`config.mk`:
```
export PLATFORM = sky130hd
export DESIGN_NAME = dsc_port
export DESIGN_NICKNAME = d
export VERILOG_FILES = /design/src/dsc_pkg.sv /design/src/dsc_shifter.sv /design/src/dsc_port.sv
export SDC_FILE = /design/constraint.sdc
export NUM_CORES = 1
export LEC_CHECK = 0
export BUFFER_PORTS_ARGS = -buffer_cell sky130_fd_sc_hd__buf_2
export CORE_MARGIN = 4
export CORE_UTILIZATION = 50
export DETAILED_ROUTE_END_ITERATION = 10
export PLACE_DENSITY = 0.67
export SETUP_SLACK_MARGIN = 0.02
export SLEW_MARGIN = 10
export SYNTH_ARGS = -nofsm -noshare
export SYNTH_HDL_FRONTEND = slang
export SYNTH_SLANG_ARGS = --single-unit
export TNS_END_PERCENT = 5
```
`constraint.sdc`:
```
create_clock -name MCLK_I -period 27.1 [get_ports MCLK_I]
set_input_delay 5.42 -clock MCLK_I [delete_from_list [all_inputs] [get_ports MCLK_I]]
set_output_delay 5.42 -clock MCLK_I [all_outputs]
set_load 0.01 [all_outputs]
```
`src/dsc_pkg.sv`:
```
// dsc_pkg: constants for the dds serial configuration port
// assumes: used by dsc_port and dsc_shifter, one clock domain MCLK_I
package dsc_pkg;
    // byte buffer size, parallel byte addresses 0x00..0x27
    localparam int NUM_BYTES = 40;
    localparam logic [5:0] LAST_BYTE = 6'h27;
    // serial register base byte, byte count is the gap to the next base
    localparam logic [5:0] BASE_PH1 = 6'h00;
    localparam logic [5:0] BASE_PH2 = 6'h02;
    localparam logic [5:0] BASE_FTW1 = 6'h04;
    localparam logic [5:0] BASE_FTW2 = 6'h0a;
    localparam logic [5:0] BASE_STEP = 6'h10;
    localparam logic [5:0] BASE_UPD = 6'h16;
    localparam logic [5:0] BASE_RAMP = 6'h1a;
    localparam logic [5:0] BASE_CTRL = 6'h1d;
    localparam logic [5:0] BASE_KMUL = 6'h21;
    localparam logic [5:0] BASE_UNUSED = 6'h23;
    localparam logic [5:0] BASE_KRAMP = 6'h25;
    localparam logic [5:0] BASE_AUX = 6'h26;
    // control byte addresses
    localparam logic [5:0] ADDR_PWR = 6'h1d;
    localparam logic [5:0] ADDR_CMUL = 6'h1e;
    localparam logic [5:0] ADDR_MODE = 6'h1f;
    localparam logic [5:0] ADDR_OUT = 6'h20;
    // reset values
    localparam logic [7:0] RST_PWR = 8'h10;
    localparam logic [7:0] RST_CMUL = 8'h64;
    localparam logic [7:0] RST_MODE = 8'h01;
    localparam logic [7:0] RST_OUT = 8'h20;
    localparam logic [7:0] RST_KRAMP = 8'h80;
    localparam logic [7:0] RST_ZERO = 8'h00;
    // field positions
    localparam int MODE_CLR1 = 7;
    localparam int MODE_CLR2 = 6;
    localparam int MODE_TRI = 5;
    localparam int MODE_SEL_HI = 3;
    localparam int MODE_SEL_LO = 1;
    localparam int MODE_INTUPD = 0;
    localparam int CMUL_RANGE = 6;
    localparam int CMUL_BYP = 5;
    localparam int CMUL_HI = 4;
    localparam int OUT_SINC = 6;
    localparam int OUT_KEN = 5;
    localparam int OUT_KINT = 4;
    localparam int OUT_LSB = 1;
    localparam int OUT_SDO = 0;
    localparam int PWR_CMP = 4;
    localparam int PWR_RSVD = 3;
    localparam int PWR_AUX = 2;
    localparam int PWR_DAC = 1;
    localparam int PWR_DIG = 0;
    localparam int PH_TOP = 7;
    localparam int PH_KEEP = 6;
    localparam int INSTR_RD = 7;
    // bit counter value of the last bit of any byte, bits 0 to 7
    localparam logic [2:0] LAST_BIT = 3'h7;
    // serial clock limit and system clock period
    localparam int SCLK_MAX_MHZ = 10;
    localparam int MCLK_NS = 100;
endpackage

```
`src/dsc_shifter.sv`:
```
// dsc_shifter: serial clock edge finder, bit shifter and cycle sequencer
// assumes: sclk, sdio, cs, io reset already synchronised to clk
`timescale 1ns/1ps
`default_nettype none
module dsc_shifter
    import dsc_pkg::*;
(
    input wire logic clk_i,
    input wire logic rst_i,
    input wire logic sclk_i,
    input wire logic sdi_i,
    input wire logic cs_n_i,
    input wire logic io_rst_i,
    input wire logic lsb_first_i,
    input wire logic [7:0] rd_byte_i,
    output logic rise_o,
    output logic fall_o,
    output logic instr_done_o,
    output logic byte_done_o,
    output logic [7:0] byte_o,
    output logic sdo_o,
    output logic phase_data_o
);
    logic sclk_d;
    logic [2:0] bit_cnt;
    logic [7:0] shreg;
    logic [7:0] out_reg;
    logic [2:0] out_cnt;

    // ----------------------------------------
    // edge detect on sampled serial clock
    // ----------------------------------------
    // chip select high suspends the cycle, edges ignored
    assign rise_o = sclk_i & ~sclk_d & ~cs_n_i & ~io_rst_i;
    assign fall_o = ~sclk_i & sclk_d & ~cs_n_i & ~io_rst_i;

    always_ff @(posedge clk_i or posedge rst_i) begin
        if (rst_i) begin
            sclk_d <= 1'b0;
        end else begin
            sclk_d <= sclk_i;
        end
    end

    // ----------------------------------------
    // input shift
    // ----------------------------------------
    // sample on rising edge
    always_ff @(posedge clk_i or posedge rst_i) begin
        if (rst_i) begin
            shreg <= 8'h00;
            bit_cnt <= 3'h0;
        end else if (io_rst_i) begin
            bit_cnt <= 3'h0;
        end else if (rise_o) begin
            bit_cnt <= bit_cnt + 3'h1;
            if (lsb_first_i && phase_data_o) begin
                shreg <= {sdi_i, shreg[7:1]};
            end else begin
                shreg <= {shreg[6:0], sdi_i};
            end
        end
    end

    // instruction byte always msb first keeps the r/w bit in front
    assign byte_done_o = rise_o && (bit_cnt == LAST_BIT) && phase_data_o;
    assign instr_done_o = rise_o && (bit_cnt == LAST_BIT) && !phase_data_o;
    assign byte_o = (lsb_first_i && phase_data_o) ? {sdi_i, shreg[7:1]} : {shreg[6:0], sdi_i};

    // ----------------------------------------
    // phase tracking
    // ----------------------------------------
    // io reset aborts, next 8 edges instruction
    // parent also pulses io_rst_i once the last byte of a register is in
    always_ff @(posedge clk_i or posedge rst_i) begin
        if (rst_i) begin
            phase_data_o <= 1'b0;
        end else if (io_rst_i) begin
            phase_data_o <= 1'b0;
        end else if (instr_done_o) begin
            phase_data_o <= 1'b1;
        end
    end

    // ----------------------------------------
    // output shift
    // ----------------------------------------
    // drive out on falling edge
    always_ff @(posedge clk_i or posedge rst_i) begin
        if (rst_i) begin
            out_reg <= 8'h00;
            out_cnt <= 3'h0;
            sdo_o <= 1'b0;
        end else if (io_rst_i) begin
            out_cnt <= 3'h0;
        end else if (fall_o && phase_data_o) begin
            out_cnt <= out_cnt + 3'h1;
            if (out_cnt == 3'h0) begin
                sdo_o <= lsb_first_i ? rd_byte_i[0] : rd_byte_i[7];
                out_reg <= lsb_first_i ? {1'b0, rd_byte_i[7:1]} : {rd_byte_i[6:0], 1'b0};
            end else begin
                sdo_o <= lsb_first_i ? out_reg[0] : out_reg[7];
                out_reg <= lsb_first_i ? {1'b0, out_reg[7:1]} : {out_reg[6:0], 1'b0};
            end
        end else if (!phase_data_o) begin
            out_cnt <= 3'h0;
        end
    end
endmodule
`default_nettype wire

```
`src/dsc_port.sv`:
```
// dsc_port: serial programming port with buffer and active register bank
// assumes: host drives SCLK_I at most 10 MHz, pins are asynchronous to MCLK_I
`timescale 1ns/1ps
`default_nettype none
module dsc_port
    import dsc_pkg::*;
#(
    parameter int UPD_WIDTH = 32
)(
    input wire logic MCLK_I,
    input wire logic RESET_I,
    input wire logic SERIAL_SEL_N_I,
    input wire logic SCLK_I,
    input wire logic CS_N_I,
    input wire logic IO_RESET_I,
    input wire logic SDIO_I,
    output logic SDIO_O,
    output logic SDIO_OE_O,
    output logic SERIAL_OUTPUT_LINE_O,
    output logic SERIAL_OUTPUT_LINE_OE_O,
    input wire logic UPDATE_I,
    input wire logic REFERENCE_CLOCK_RUN_I,
    output logic [13:0] PHASE_ONE_O,
    output logic [13:0] PHASE_TWO_O,
    output logic [47:0] TUNING_ONE_O,
    output logic [47:0] TUNING_TWO_O,
    output logic [47:0] SWEEP_STEP_O,
    output logic [UPD_WIDTH-1:0] UPDATE_PERIOD_O,
    output logic [19:0] SWEEP_PERIOD_O,
    output logic [7:0] POWER_DOWN_O,
    output logic [7:0] CLOCK_MULT_O,
    output logic [7:0] MODE_O,
    output logic [7:0] OUTPUT_CTRL_O,
    output logic [11:0] KEYING_MULT_O,
    output logic [7:0] KEYING_RAMP_O,
    output logic [11:0] AUX_VALUE_O
);
    logic [7:0] buffer [NUM_BYTES];
    logic [7:0] bank [NUM_BYTES];
    logic [1:0] s_sclk, s_sdi, s_cs, s_iorst, s_sel, s_upd, s_ref;
    logic upd_d, ref_d, do_copy;
    logic rise, fall, instr_done, byte_done, phase_data, sdo_bit;
    logic [7:0] in_byte, rd_byte;
    logic rd_mode;
    logic [5:0] ptr, last_ptr;
    logic sel_rst, port_en;
    logic cycle_end;

    // ----------------------------------------
    // register map decode
    // ----------------------------------------
    // byte range per serial address
    function automatic logic [5:0] base_of(input logic [3:0] a);
        case (a)
            4'h0: base_of = BASE_PH1;
            4'h1: base_of = BASE_PH2;
            4'h2: base_of = BASE_FTW1;
            4'h3: base_of = BASE_FTW2;
            4'h4: base_of = BASE_STEP;
            4'h5: base_of = BASE_UPD;
            4'h6: base_of = BASE_RAMP;
            4'h7: base_of = BASE_CTRL;
            4'h8: base_of = BASE_KMUL;
            4'h9: base_of = BASE_UNUSED;
            4'ha: base_of = BASE_KRAMP;
            default: base_of = BASE_AUX;
        endcase
    endfunction

    function automatic logic [7:0] rst_of(input int i);
        if (i == int'(ADDR_PWR)) rst_of = RST_PWR;
        else if (i == int'(ADDR_CMUL)) rst_of = RST_CMUL;
        else if (i == int'(ADDR_MODE)) rst_of = RST_MODE;
        else if (i == int'(ADDR_OUT)) rst_of = RST_OUT;
        else if (i == int'(BASE_KRAMP)) rst_of = RST_KRAMP;
        else rst_of = RST_ZERO;
    endfunction

    // ----------------------------------------
    // pin synchronisers
    // ----------------------------------------
    always_ff @(posedge MCLK_I or posedge RESET_I) begin
        if (RESET_I) begin
            s_sclk <= 2'b00;
            s_sdi <= 2'b00;
            s_cs <= 2'b11;
            s_iorst <= 2'b00;
            s_sel <= 2'b11;
            s_upd <= 2'b00;
            s_ref <= 2'b00;
        end else begin
            s_sclk <= {s_sclk[0], SCLK_I};
            s_sdi <= {s_sdi[0], SDIO_I};
            s_cs <= {s_cs[0], CS_N_I};
            s_iorst <= {s_iorst[0], IO_RESET_I};
            s_sel <= {s_sel[0], SERIAL_SEL_N_I};
            s_upd <= {s_upd[0], UPDATE_I};
            s_ref <= {s_ref[0], REFERENCE_CLOCK_RUN_I};
        end
    end

    // strap high holds port in reset
    assign port_en = ~s_sel[1];
    assign sel_rst = s_iorst[1] | ~port_en | cycle_end;

    dsc_shifter u_shift (
        .clk_i(MCLK_I),
        .rst_i(RESET_I),
        .sclk_i(s_sclk[1]),
        .sdi_i(s_sdi[1]),
        .cs_n_i(s_cs[1] | ~port_en),
        .io_rst_i(sel_rst),
        .lsb_first_i(bank[ADDR_OUT][OUT_LSB]),
        .rd_byte_i(rd_byte),
        .rise_o(rise),
        .fall_o(fall),
        .instr_done_o(instr_done),
        .byte_done_o(byte_done),
        .byte_o(in_byte),
        .sdo_o(sdo_bit),
        .phase_data_o(phase_data)
    );

    // ----------------------------------------
    // transfer sequencing
    // ----------------------------------------
    // decode instruction byte
    always_ff @(posedge MCLK_I or posedge RESET_I) begin
        if (RESET_I) begin
            rd_mode <= 1'b0;
            ptr <= 6'h00;
            last_ptr <= 6'h00;
        end else if (instr_done) begin
            rd_mode <= in_byte[INSTR_RD];
            ptr <= base_of(in_byte[3:0]);
            if (in_byte[3:0] >= 4'hb) begin
                last_ptr <= LAST_BYTE;
            end else begin
                last_ptr <= base_of(in_byte[3:0] + 4'h1) - 6'h01;
            end
        end else if (byte_done && ptr != last_ptr) begin
            ptr <= ptr + 6'h01;
        end
    end

    // last byte in closes the cycle, next eight edges are an instruction
    // registered, so the close cannot loop back through the edge gates
    always_ff @(posedge MCLK_I or posedge RESET_I) begin
        if (RESET_I) begin
            cycle_end <= 1'b0;
        end else begin
            cycle_end <= byte_done && (ptr == last_ptr);
        end
    end

    always_comb begin
        rd_byte = buffer[ptr];
        if (ptr == ADDR_PWR) begin
            rd_byte[PWR_RSVD] = 1'b0;
        end
    end

    // ----------------------------------------
    // buffer memory
    // ----------------------------------------
    // writes fill each byte in turn
    always_ff @(posedge MCLK_I or posedge RESET_I) begin
        if (RESET_I) begin
            for (int i = 0; i < NUM_BYTES; i++) begin
                buffer[i] <= rst_of(i);
            end
        end else if (byte_done && !rd_mode) begin
            buffer[ptr] <= in_byte;
        end
    end

    // ----------------------------------------
    // update to active bank
    // ----------------------------------------
    // internal rate timer is outside this block; internal mode uses same pin
    // reference clock start copies the buffer
    assign do_copy = (s_upd[1] & ~upd_d) | (s_ref[1] & ~ref_d);

    always_ff @(posedge MCLK_I or posedge RESET_I) begin
        if (RESET_I) begin
            upd_d <= 1'b0;
            ref_d <= 1'b0;
        end else begin
            upd_d <= s_upd[1];
            ref_d <= s_ref[1];
        end
    end

    always_ff @(posedge MCLK_I or posedge RESET_I) begin
        if (RESET_I) begin
            for (int i = 0; i < NUM_BYTES; i++) begin
                bank[i] <= rst_of(i);
            end
        end else if (do_copy) begin
            for (int i = 0; i < NUM_BYTES; i++) begin
                bank[i] <= buffer[i];
            end
        end
    end

    // ----------------------------------------
    // output pins
    // ----------------------------------------
    // two-wire or three-wire selection
    always_comb begin
        SDIO_O = sdo_bit;
        SERIAL_OUTPUT_LINE_O = sdo_bit;
        SDIO_OE_O = 1'b0;
        SERIAL_OUTPUT_LINE_OE_O = 1'b0;
        if (phase_data && rd_mode && !s_cs[1] && port_en) begin
            if (bank[ADDR_OUT][OUT_SDO]) begin
                SERIAL_OUTPUT_LINE_OE_O = 1'b1;
            end else begin
                SDIO_OE_O = 1'b1;
            end
        end
    end

    assign PHASE_ONE_O = {bank[BASE_PH1][PH_KEEP-1:0], bank[BASE_PH1+6'h01]};
    assign PHASE_TWO_O = {bank[BASE_PH2][PH_KEEP-1:0], bank[BASE_PH2+6'h01]};
    assign TUNING_ONE_O = {bank[4], bank[5], bank[6], bank[7], bank[8], bank[9]};
    assign TUNING_TWO_O = {bank[10], bank[11], bank[12], bank[13], bank[14], bank[15]};
    assign SWEEP_STEP_O = {bank[16], bank[17], bank[18], bank[19], bank[20], bank[21]};
    assign UPDATE_PERIOD_O = UPD_WIDTH'({bank[22], bank[23], bank[24], bank[25]});
    assign SWEEP_PERIOD_O = {bank[26][3:0], bank[27], bank[28]};
    assign POWER_DOWN_O = {3'b000, bank[ADDR_PWR][PWR_CMP], 1'b0, bank[ADDR_PWR][PWR_AUX:PWR_DIG]};
    assign CLOCK_MULT_O = {1'b0, bank[ADDR_CMUL][CMUL_RANGE:0]};
    assign MODE_O = {bank[ADDR_MODE][MODE_CLR1:MODE_TRI], 1'b0,
                     bank[ADDR_MODE][MODE_SEL_HI:MODE_INTUPD]};
    assign OUTPUT_CTRL_O = {1'b0, bank[ADDR_OUT][OUT_SINC:OUT_KINT], 2'b00,
                            bank[ADDR_OUT][OUT_LSB:OUT_SDO]};
    assign KEYING_MULT_O = {bank[33][3:0], bank[34]};
    assign KEYING_RAMP_O = bank[BASE_KRAMP];
    assign AUX_VALUE_O = {bank[38][3:0], bank[39]};

    // ----------------------------------------
    // checks
    // ----------------------------------------
    a_reset_aborts: assert property (@(posedge MCLK_I) disable iff (RESET_I)
        s_iorst[1] |=> !phase_data) else $error("io reset did not abort");
    a_write_lands: assert property (@(posedge MCLK_I) disable iff (RESET_I)
        (byte_done && !rd_mode) |=> buffer[$past(ptr)] == $past(in_byte))
        else $error("write byte lost");
    a_copy_bank: assert property (@(posedge MCLK_I) disable iff (RESET_I)
        (s_ref[1] && !ref_d) |=> bank[ADDR_MODE] == $past(buffer[ADDR_MODE]))
        else $error("reference start did not copy");
    a_no_drive_write: assert property (@(posedge MCLK_I) disable iff (RESET_I)
        !rd_mode |-> !SDIO_OE_O && !SERIAL_OUTPUT_LINE_OE_O)
        else $error("drove data on write");
    a_instr_phase: assert property (@(posedge MCLK_I) disable iff (RESET_I)
        instr_done |=> phase_data) else $error("instruction not taken");
    a_pwr_rsvd: assert property (@(posedge MCLK_I) disable iff (RESET_I)
        !POWER_DOWN_O[PWR_RSVD] && !(ptr == ADDR_PWR && rd_byte[PWR_RSVD]))
        else $error("reserved power bit high");
    a_ptr_limit: assert property (@(posedge MCLK_I) disable iff (RESET_I)
        phase_data |-> ptr <= last_ptr) else $error("pointer past register");
    a_strap_off: assert property (@(posedge MCLK_I) disable iff (RESET_I)
        s_sel[1] |=> !phase_data) else $error("serial active with strap high");
    a_cycle_close: assert property (@(posedge MCLK_I) disable iff (RESET_I)
        (byte_done && ptr == last_ptr) |=> ##1 !phase_data)
        else $error("cycle did not close");
endmodule
`default_nettype wire

```
# --- Yosys cells after proc, flatten, opt, wreduce, memory -nomap -nowiden ---
# Memories as Yosys holds them, arrays and structs flattened.
# Index checks and enable logic that the tools add are counted.
word_totals:
  register_bits: 658
  rom_bits: 192
  inputBits: 9
  output_inout_bits: 292
  elab_cells: 184
  n_memories: 2
mem_list:
  columns: ["name", "words", "word_bits", "rd", "rd_clocked_by_memory_dff", "wr", "line", "text"]
  rows:
  - ["(no name shown)", 16, 6, 1, 0, 0, "dsc_port.sv:54", "case (a)"]
  - ["(no name shown)", 16, 6, 1, 0, 0, "dsc_port.sv:54", null]
classes:
  add_sub_neg: 5
  magnitude_cmp: 3
  eq_ne: 5
  n_mux: 30
  bitwise_logic: 20
  reduce_logical: 21
op_table:
  columns: ["op", "count"]
  rows:
  - ["bitwise mux 320 bit", 1]
  - ["2-to-1 mux 8 bit", 7]
  - ["binary-select mux 8 bit (select 6 bit)", 1]
  - ["demux 8 bit (select 6 bit)", 1]
  - ["2-to-1 mux 6 bit", 5]
  - ["2-to-1 mux 3 bit", 5]
  - ["logical AND 1 bit", 12]
  - ["2-to-1 mux 1 bit", 10]
  - ["AND 1 bit", 8]
  - [">= comparator 7 bit, second input constant", 1]
  - ["< comparator 7 x 1 -> 1 bit, second input constant", 1]
  - ["NOT 1 bit", 7]
  - ["NOT 6 -> 7 bit", 1]
  - ["adder 3 x 1 -> 3 bit, second input constant", 2]
  - ["adder 6 x 1 -> 6 bit, second input constant", 1]
  - ["equality test 6 x 5 -> 1 bit, second input constant", 1]
  - ["equality test 6 bit", 1]
  - ["!= test 6 bit", 1]
  - ["nonzero test 2 bit", 3]
  - ["subtractor 6 x 1 -> 6 bit, second input constant", 1]
  - ["adder 4 x 1 -> 4 bit, second input constant", 1]
  - [">= comparator 4 bit, second input constant", 1]
  - ["bitwise OR 1 bit", 4]
  - ["AND reduction 2 bit", 2]
  - ["other kinds (4)", 6]

# --- Logic depth before layout (Yosys ltp) ---
# Gate-level depths: netlist of run 1.
logic_depth:
  depth_word: 9
  mapped_depth: 15

# --- Hierarchy ---
# From an unflattened synthesis of run 1, not the netlist that was laid out.
hier_totals:
  hier_cells: 1982
  hier_area_um2: 28165.8
modules_own_cells:
  columns: ["mod", "n_inst", "cells_per_inst", "area_each_um2"]
  rows:
  - ["dsc_port", 1, 1878, 26803.2]
  - ["dsc_shifter", 1, 104, 1362.6]

# --- Least setup slack after synthesis of run 1 ---
# No wires, ideal clock.
synth_timing:
  path_type: "reg2out"
  from: "reg u_shift.phase_data_o"
  to: "out SDIO_OE_O"
  arrival_ns: 1.033
  t_required_ns: 21.680
  path_slack_ns: 20.647
  stages_incl_launch_ff: 5
  path_buffers: 2
  path_cell_list: "dfrtp_1 > buf_2 > buf_1 > nand3_1 > nor2_1"
synth_via:
  elab_chain_cells: 4
synth_lines:
  columns: ["element", "line", "text"]
  rows:
  - ["from (decl)", "dsc_shifter.sv:22", "output logic phase_data_o"]
  - ["from (signal assigned)", "dsc_shifter.sv:77", "phase_data_o <= 1'b0;"]
  - ["from (signal assigned)", "dsc_shifter.sv:79", "phase_data_o <= 1'b0;"]
  - ["from (signal assigned)", "dsc_shifter.sv:81", "phase_data_o <= 1'b1;"]
  - ["logical AND 1 bit (3 in a row)", "dsc_port.sv:215", "if (phase_data && rd_mode && !s_cs[1] && port_en) begin"]
  - ["2-to-1 mux 1 bit", "dsc_port.sv:215", null]
  - ["to (decl)", "dsc_port.sv:18", "output logic SDIO_OE_O,"]
# No other way between the ends.

# --- Final worst setup path of run 1 ---
layout_timing:
  from: "reg bank, in the netlist OUTPUT_CTRL_O[1]"
  to: "out OUTPUT_CTRL_O[1]"
layout_rtl:
  columns: ["element", "line", "text"]
  rows:
  - ["from (decl)", "dsc_port.sv:39", "logic [7:0] bank [NUM_BYTES];"]
  - ["from (signal, indexed assignment)", "dsc_port.sv:197", "bank[i] <= rst_of(i);"]
  - ["from (signal, indexed assignment)", "dsc_port.sv:201", "bank[i] <= buffer[i];"]
  - ["to (decl)", "dsc_port.sv:33", "output logic [7:0] OUTPUT_CTRL_O,"]
# No word-level cell between the ends.

==> results of run 1 <==
synth_stat cells (5+ instances only):
| master | number | share of area, % |
|---|---|---|
| dfrtp_1 | 636 | 58 |
| mux2_2 | 303 | 12 |
| nand2_1 | 285 | 3.9 |
| o21ai_0 | 237 | 4.3 |
| nor2_1 | 141 | 1.9 |
| a21oi_1 | 127 | 2.3 |
| clkbuf_1 | 104 | 1.4 |
| mux2i_1 | 64 | 2.3 |
| buf_2 | 35 | 0.63 |
| a22oi_1 | 29 | 0.79 |
| mux4_2 | 26 | 2.1 |
| a221oi_1 | 23 | 0.73 |
| buf_4 | 18 | 0.49 |
| dfstp_2 | 18 | 1.7 |
| o22ai_1 | 18 | 0.41 |
| nand3_1 | 14 | 0.25 |
| o21ai_1 | 14 | 0.25 |
| nor3_1 | 13 | 0.24 |
| ha_1 | 12 | 0.54 |
| inv_1 | 12 | 0.16 |
| nor2_4 | 12 | 0.49 |
| o221ai_1 | 11 | 0.35 |
| o22a_1 | 10 | 0.32 |
| a22o_1 | 9 | 0.29 |
| nor2b_1 | 8 | 0.18 |
| a31oi_1 | 6 | 0.14 |
| buf_1 | 6 | 0.082 |
| xnor2_1 | 6 | 0.19 |
| a211oi_1 | 5 | 0.14 |
| and2_1 | 5 | 0.11 |
| and3_1 | 5 | 0.11 |
| buf_6 | 5 | 0.20 |
| nand4_1 | 5 | 0.11 |
| xor2_1 | 5 | 0.16 |
per-layer routing:
metal	track usage (%)	up-vias	share of wire (%)	wire [µm]
li1	-	8582	-	-
met1	37.6	9830	42	33900
met2	43.2	892	47	37700
met3	5.37	179	7.8	6280
met4	9.59	0	3.4	2730
met5	0	-	0	0
worst min path at each step:
stage	startpoint	to	slack (ns)	depth (start not counted)
after floorplan	s_iorst[0]$_DFF_PP0_	s_iorst[1]$_DFF_PP0_	0.33	0
after global placement	s_ref[0]$_DFF_PP0_	s_ref[1]$_DFF_PP0_	0.34	0
after detailed placement	s_sclk[0]$_DFF_PP0_	s_sclk[1]$_DFF_PP0_	0.34	0
after CTS	s_ref[0]$_DFF_PP0_	s_ref[1]$_DFF_PP0_	0.35	0
after global routing	s_ref[0]$_DFF_PP0_	s_ref[1]$_DFF_PP0_	0.35	0
final	s_ref[0]$_DFF_PP0_	s_ref[1]$_DFF_PP0_	0.35	0
cells by family after synthesis:
| logic type | share of synthesized area [%] |
|---|---|
| AOI/OAI and AO/OA | 11.1 |
| buffers and inverters | 3.04 |
| xor gates and xnor gates | 0.548 |
| muxes | 16.9 |
| DFF | 59.3 |
| adders and majority gates | 0.544 |
| other | 0.0136 |
| and+or+nand+nor | 8.49 |
layout make-up:
| class | instances | area [µm²] |
|---|---|---|
| clock inverters | 26 | 280 |
| flip-flops and latches | 654 | 16400 |
| well taps | 696 | 871 |
| inverters | 15 | 63.8 |
| multi-input cells | 1473 | 10500 |
| repair buffers | 323 | 1710 |
| fillers | 4390 | 22500 |
| clock buffers | 92 | 1920 |
power groups by stage:
| stage | clock network (mW) | registers (mW) | logic [mW] |
|---|---|---|---|
| floorplan | 0 | 0.999 | 0.0678 |
| global placement | 0 | 1.00 | 0.0881 |
| detailed placement | 0 | 1.00 | 0.0901 |
| CTS | 0.948 | 0.982 | 0.0904 |
| global route | 0.989 | 0.982 | 0.0989 |
| finish | 0.936 | 0.982 | 0.0906 |
through the flow:
stage          instances  hold slack (ns)  utilization, %  total power [mW]  instance area (µm²)
3_5_place_dp        3161            0.336            54.5              1.09                29500
3_3_place_gp        3161            0.338            54.5              1.09                29500
4_1_cts             3279            0.350            58.5              2.02                31700
6_report            3279            0.350            58.5              2.01                31800
5_1_grt             3279            0.352            58.5              2.07                31800
2_1_floorplan       2311            0.331               -              1.07                27600
==> impl_metrics.tcl, run 1 <==
set metrics [dict create \
    ys_warn_count 0 \
    num-nets-final 2557 \
    initial_core_util_pct 50.9 \
    seq_power_share_pct 48.9 \
    place.gp.congestion 0.941 \
    critPathMaxStageDelay_ns 1.03 \
    drt_iter0_drc 1873 \
    grt_antenna_before_repair 0 \
    path_cells "buf_2" \
    port_buffers 291 \
    outcome "finished clean" \
    swShare_pct 22.8 \
    mostFrequentLayoutCell "dfrtp_1" \
    rows 85 \
    ys_async_sr_fraction_pct 100 \
    reg2reg_from "OUTPUT_CTRL_O[1]$_DFFE_PP0P_" \
    pin_count 301 \
    worst_ep_required_time_ns 21.68 \
    clk_pin_slew_ns 0.06 \
    reg2reg_to "last_ptr[4]$_DFFE_PP0P_" \
    combinationalPowerShare_pct 4.5 \
    ant_nets 0 \
    rsz0062_at_grt "no" \
    reg2reg_setup_slack_ns 22.64 \
    ir_drop_mv 0.0468 \
    hold_viol_final 0 \
    critical-path-top-delay-family "flip-flops" \
    setup_slack_ns 19.74 \
    p_leak_nw 15.6 \
    areaGrowthSynthToFinish_pct 15.0 \
    slew_viol_final 0 \
    vias 19500 \
    pre_cts_ws_ns 19.03 \
    hpwl_um 54600 \
    critPathBufInv 1 \
    crit_path_end "OUTPUT_CTRL_O[1]" \
    netlist_instances 2303 \
    cellPowerDensity_mw_per_mm2 63.3 \
    grt_pass1_vias 19800 \
    grt_max_degree 193 \
    layout-drive-gt1-share_pct 32.2 \
    drt_first_pass_iters 6 \
    ys_types 75 \
    die_area_mm2 0.0591 \
    p_switching_mw 0.459 \
    synth-seq-area-share_pct 59.3 \
    cts_tree "built" \
    synth-edff-count 0 \
    critPathKind "reg -> out" \
    drc 0 \
    drt-vias-per-instance 5.94 \
    cpMaxStageDelayCell "dfrtp_1" \
    period_minus_slack_ns 7.36 \
    clk_latency_ns 0.61 \
    htreeDepth 3 \
    critPathCaptureType "primary output" \
    numClockSinks 654 \
    critPathMaxFanout 23 \
    grtUsageTotal_pct 27.2 \
    maxSlewHeadroom_pct 27.0 \
    finalWirelength_um 80600 \
    postCtsSetupRepairBufs 0 \
    cts_root_buf "clkbuf_16" \
    cts_buffers 69 \
    fin_crit_sh_pct 27.2 \
    fin_skew_ns 0.0245 \
    final_cell_mix "dfrtp_1, mux2_2, buf_2" \
    synth_ff_type "dfrtp_1" \
    synth.avg_cell_area_um2 12.0 \
    grt-ovfl-total 0 \
    p_clk_share_pct 46.6 \
    largest_reg_flops 320 \
    die_y_um 243 \
    path_depth 1 \
    worst_hold_path_type "reg -> reg" \
    routedWlPerCell_um 24.6 \
    post_cts_resized 0 \
    cts_hold_buf 0 \
    setup_viol 0 \
    core_area_mm2 0.0542 \
    die_x_um 243 \
    synth-seq-cells 654 \
    arrival_ns 1.94 \
    synth_area_mm2 0.0276 \
    start_kind "register" \
    max_freq_mhz 136 \
    grt_pass1_wl_um 124000 \
    cap_violations 0 \
    top_register "buffer" \
    num_antenna_cells 0 \
    worstMarginPinSlew_ns 1.10 \
    cell_internal_pwr_mw 1.55 \
    rr_worst_depth 14 \
    tns_ns 0 \
    startpoint "OUTPUT_CTRL_O[1]$_DFFE_PP0P_" \
    cts_buffer_depth 3 \
]
No activity file was read; power rests on OpenSTA's default activity.
==> inputs of run 2 (changes only) <==
--- a/config.mk
+++ b/config.mk
@@ -5,11 +5,12 @@
 export SDC_FILE = /design/constraint.sdc
 export NUM_CORES = 1
 export LEC_CHECK = 0
+export ABC_AREA = 1
 export BUFFER_PORTS_ARGS = -buffer_cell sky130_fd_sc_hd__buf_2
 export CORE_MARGIN = 4
 export CORE_UTILIZATION = 50
 export DETAILED_ROUTE_END_ITERATION = 10
-export PLACE_DENSITY = 0.67
+export PLACE_DENSITY = 0.69
 export SETUP_SLACK_MARGIN = 0.02
 export SLEW_MARGIN = 10
 export SYNTH_ARGS = -nofsm -noshare
==> constraint.sdc (replaced) <==
create_clock -name MCLK_I -period 6.6 [get_ports MCLK_I]
set_input_delay 1.32 -clock MCLK_I [delete_from_list [all_inputs] [get_ports MCLK_I]]
set_output_delay 1.32 -clock MCLK_I [all_outputs]
set_load 0.01 [all_outputs]
==> run 2 against run 1 <==
  * Global-route usage about the same
  * Critical path type is now reg -> reg
  * Final cell count rose by 23%
  * Worst setup slack lost 18 ns
  * Critical path depth grew 14
  * Via count up 14%
==> impl_metrics.tcl, run 2 <==
set metrics [dict create \
    start_kind "register" \
    drt-vias-per-instance 5.50 \
    synth-seq-area-share_pct 58.5 \
    rows 86 \
    worst_ep_required_time_ns 7.12 \
    yosys-top-cells-count "nand2_1, dfrtp_1, o21ai_0, mux2_2, clkbuf_1" \
    grt_pass1_wl_um 128000 \
    initial_core_util_pct 50.6 \
    cellPowerDensity_mw_per_mm2 269 \
    fin_crit_sh_pct 66.7 \
    numClockSinks 654 \
    ys_async_sr_fraction_pct 100 \
    cap_violations 0 \
    worstMarginPinSlew_ns 1.13 \
    ant_nets 0 \
    cts_buffer_depth 3 \
    critPathCaptureType "register" \
    grt_antenna_before_repair 2 \
    tns_ns 0 \
    yosysTopAreaCell "dfrtp_1" \
    drc 0 \
    outcome "finished clean" \
    dpl-instance-area_mm2 0.0300 \
    cts_tree "built" \
    period_minus_slack_ns 4.40 \
    min_from "s_upd[0]$_DFF_PP0_" \
    drt_first_pass_iters 6 \
    synth_ff_type "dfrtp_1" \
    rsz0062_at_grt "no" \
    fin_skew_ns 0.0262 \
    clk_latency_ns 0.61 \
    yosys.area.top_type_share_pct 56.9 \
    synth-seq-cells 654 \
    grtUsageTotal_pct 27.1 \
    drt_iter0_drc 1977 \
    yosysMostFrequentCell "nand2_1" \
    die_area_mm2 0.0598 \
    critPathKind "reg -> reg" \
    pin_count 301 \
    areaGrowthSynthToFinish_pct 16.3 \
    cts_hold_buf 0 \
    top_register "buffer" \
    num_antenna_cells 0 \
    wl_met2_um 38200 \
    synth_area_mm2 0.0280 \
    postCtsSetupRepairBufs 0 \
    clk_pin_slew_ns 0.07 \
    wl_met1_um 33700 \
    maxSlewHeadroom_pct 24.2 \
    arrival_ns 4.92 \
    final_cell_mix "nand2_1, dfrtp_1, o21ai_0" \
    place.gp.congestion 0.887 \
    ir_drop_mv 0.164 \
    finalPower_mw 8.75 \
    max_freq_mhz 227 \
    reg2reg_from "OUTPUT_CTRL_O[1]$_DFFE_PP0P_" \
    port_buffers 291 \
    mostFrequentLayoutCell "nand2_1" \
    worst_hold_path_type "reg -> reg" \
    vias 22100 \
    core_area_mm2 0.0553 \
    htreeDepth 3 \
    p_leak_nw 16.4 \
    grt-ovfl-total 0 \
    synth.area.top_cells "dfrtp_1, nand2_1, mux2_2" \
    post_cts_resized 0 \
    ys_types 42 \
    grt_max_degree 157 \
    finalWirelength_um 81100 \
    netlist_instances 3012 \
    die_y_um 245 \
    cts_root_buf "clkbuf_16" \
    setup_viol 0 \
    dr_wl_met3_um 6160 \
    startpoint "OUTPUT_CTRL_O[1]$_DFFE_PP0P_" \
    num-nets-final 3244 \
    critPathMaxFanout 27 \
    cts_buffers 70 \
    ys_warn_count 0 \
    grt_pass1_vias 22000 \
    routedWlPerCell_um 20.2 \
    hpwl_um 53700 \
    stdcell_area_mm2 0.0326 \
    hold_viol_final 0 \
    layout-drive-gt1-share_pct 21.4 \
    top_layer_used "met5" \
    die_x_um 245 \
    synth-edff-count 0 \
    slew_viol_final 0 \
    largest_reg_flops 320 \
    synth.avg_cell_area_um2 9.29 \
]
[run 2: cell types whose count changed after synthesis, moves of 55 or more]
cell,previous run,this run
nand2_1,285,1018
o21ai_0,237,423
inv_1,12,123
mux2_2,303,213
mux2i_1,64,2
clkbuf_1,104,159
[run 2: kinds of logic after synthesis]
logic type / count (synthesis) / synth area share, %
other: 1 / 0.0134
xor gates and xnor gates: 3 / 0.0939
adders and majority gates: 12 / 0.536
AOI/OAI and AO/OA: 570 / 10.4
muxes: 215 / 8.64
buffers and inverters: 320 / 4.53
DFF: 654 / 58.5
and+or+nand+nor: 1237 / 17.2
[run 2: power breakdown]
part	switching (mW)	total, mW	internal (mW)
clock	1.63	4.26	2.63
combinational	0.280	0.391	0.111
sequential	0.0323	4.10	4.06
total	1.94	8.75	6.81
[run 2: metrics by stage]
| step | hold slack (ns) | utilization (%) | setup slack [ns] | std cells |
|---|---|---|---|---|
| after floorplan | 0.331 | - | -3.64 | 3020 |
| after global placement | 0.335 | 54.3 | 2.36 | 3899 |
| after detailed placement | 0.336 | 54.3 | 2.24 | 3899 |
| after CTS | 0.349 | 58.9 | 2.23 | 4024 |
| after global routing | 0.350 | 58.9 | 1.71 | 4024 |
| final | 0.346 | 58.9 | 2.20 | 4024 |
[run 2: worst paths after layout]
path | end | slack (ns) | cells after the start
max | last_ptr[4]$_DFFE_PP0P_ | 2.20 | 15
max in group asynchronous | s_cs[0]$_DFF_PP1_ | 4.15 | 4
min | s_upd[1]$_DFF_PP0_ | 0.35 | 0
min in group asynchronous | buffer[248]$_DFFE_PP0P_ | 0.96 | 2
max reg2reg | last_ptr[4]$_DFFE_PP0P_ | 2.20 | 15
min reg2reg | s_upd[1]$_DFF_PP0_ | 0.35 | 0
[run 2: per-layer routing]
metal	track usage, %	vias up
li1	-	10200
met1	37.0	10800
met2	44.0	878
met3	4.70	191
met4	10.3	4
met5	0	-
[run 2: area by class of cell]
| type | count | area [µm²] |
|---|---|---|
| Clock buffer | 93 | 2020 |
| Sequential cell | 654 | 16400 |
| Timing Repair Buffer | 325 | 1790 |
| Clock inverter | 32 | 503 |
| Tap cell | 748 | 936 |
| Inverter | 126 | 477 |
| Fill cell | 4838 | 22700 |
| Multi-Input combinational cell | 2046 | 10400 |
[run 2: worst max-delay path, stage by stage (launching register included)]
cell     delay [ns]
dfrtp_1        0.79
nand2_1        0.59
o21ai_1        0.69
inv_1          0.47
buf_4          0.38
ha_1           0.25
inv_1          0.07
nand2_1        0.08
o21ai_0        0.27
inv_1          0.12
ha_1           0.21
inv_1          0.07
nor2_1         0.05
nand3_1        0.06
nand2_1        0.05
o21ai_0        0.16
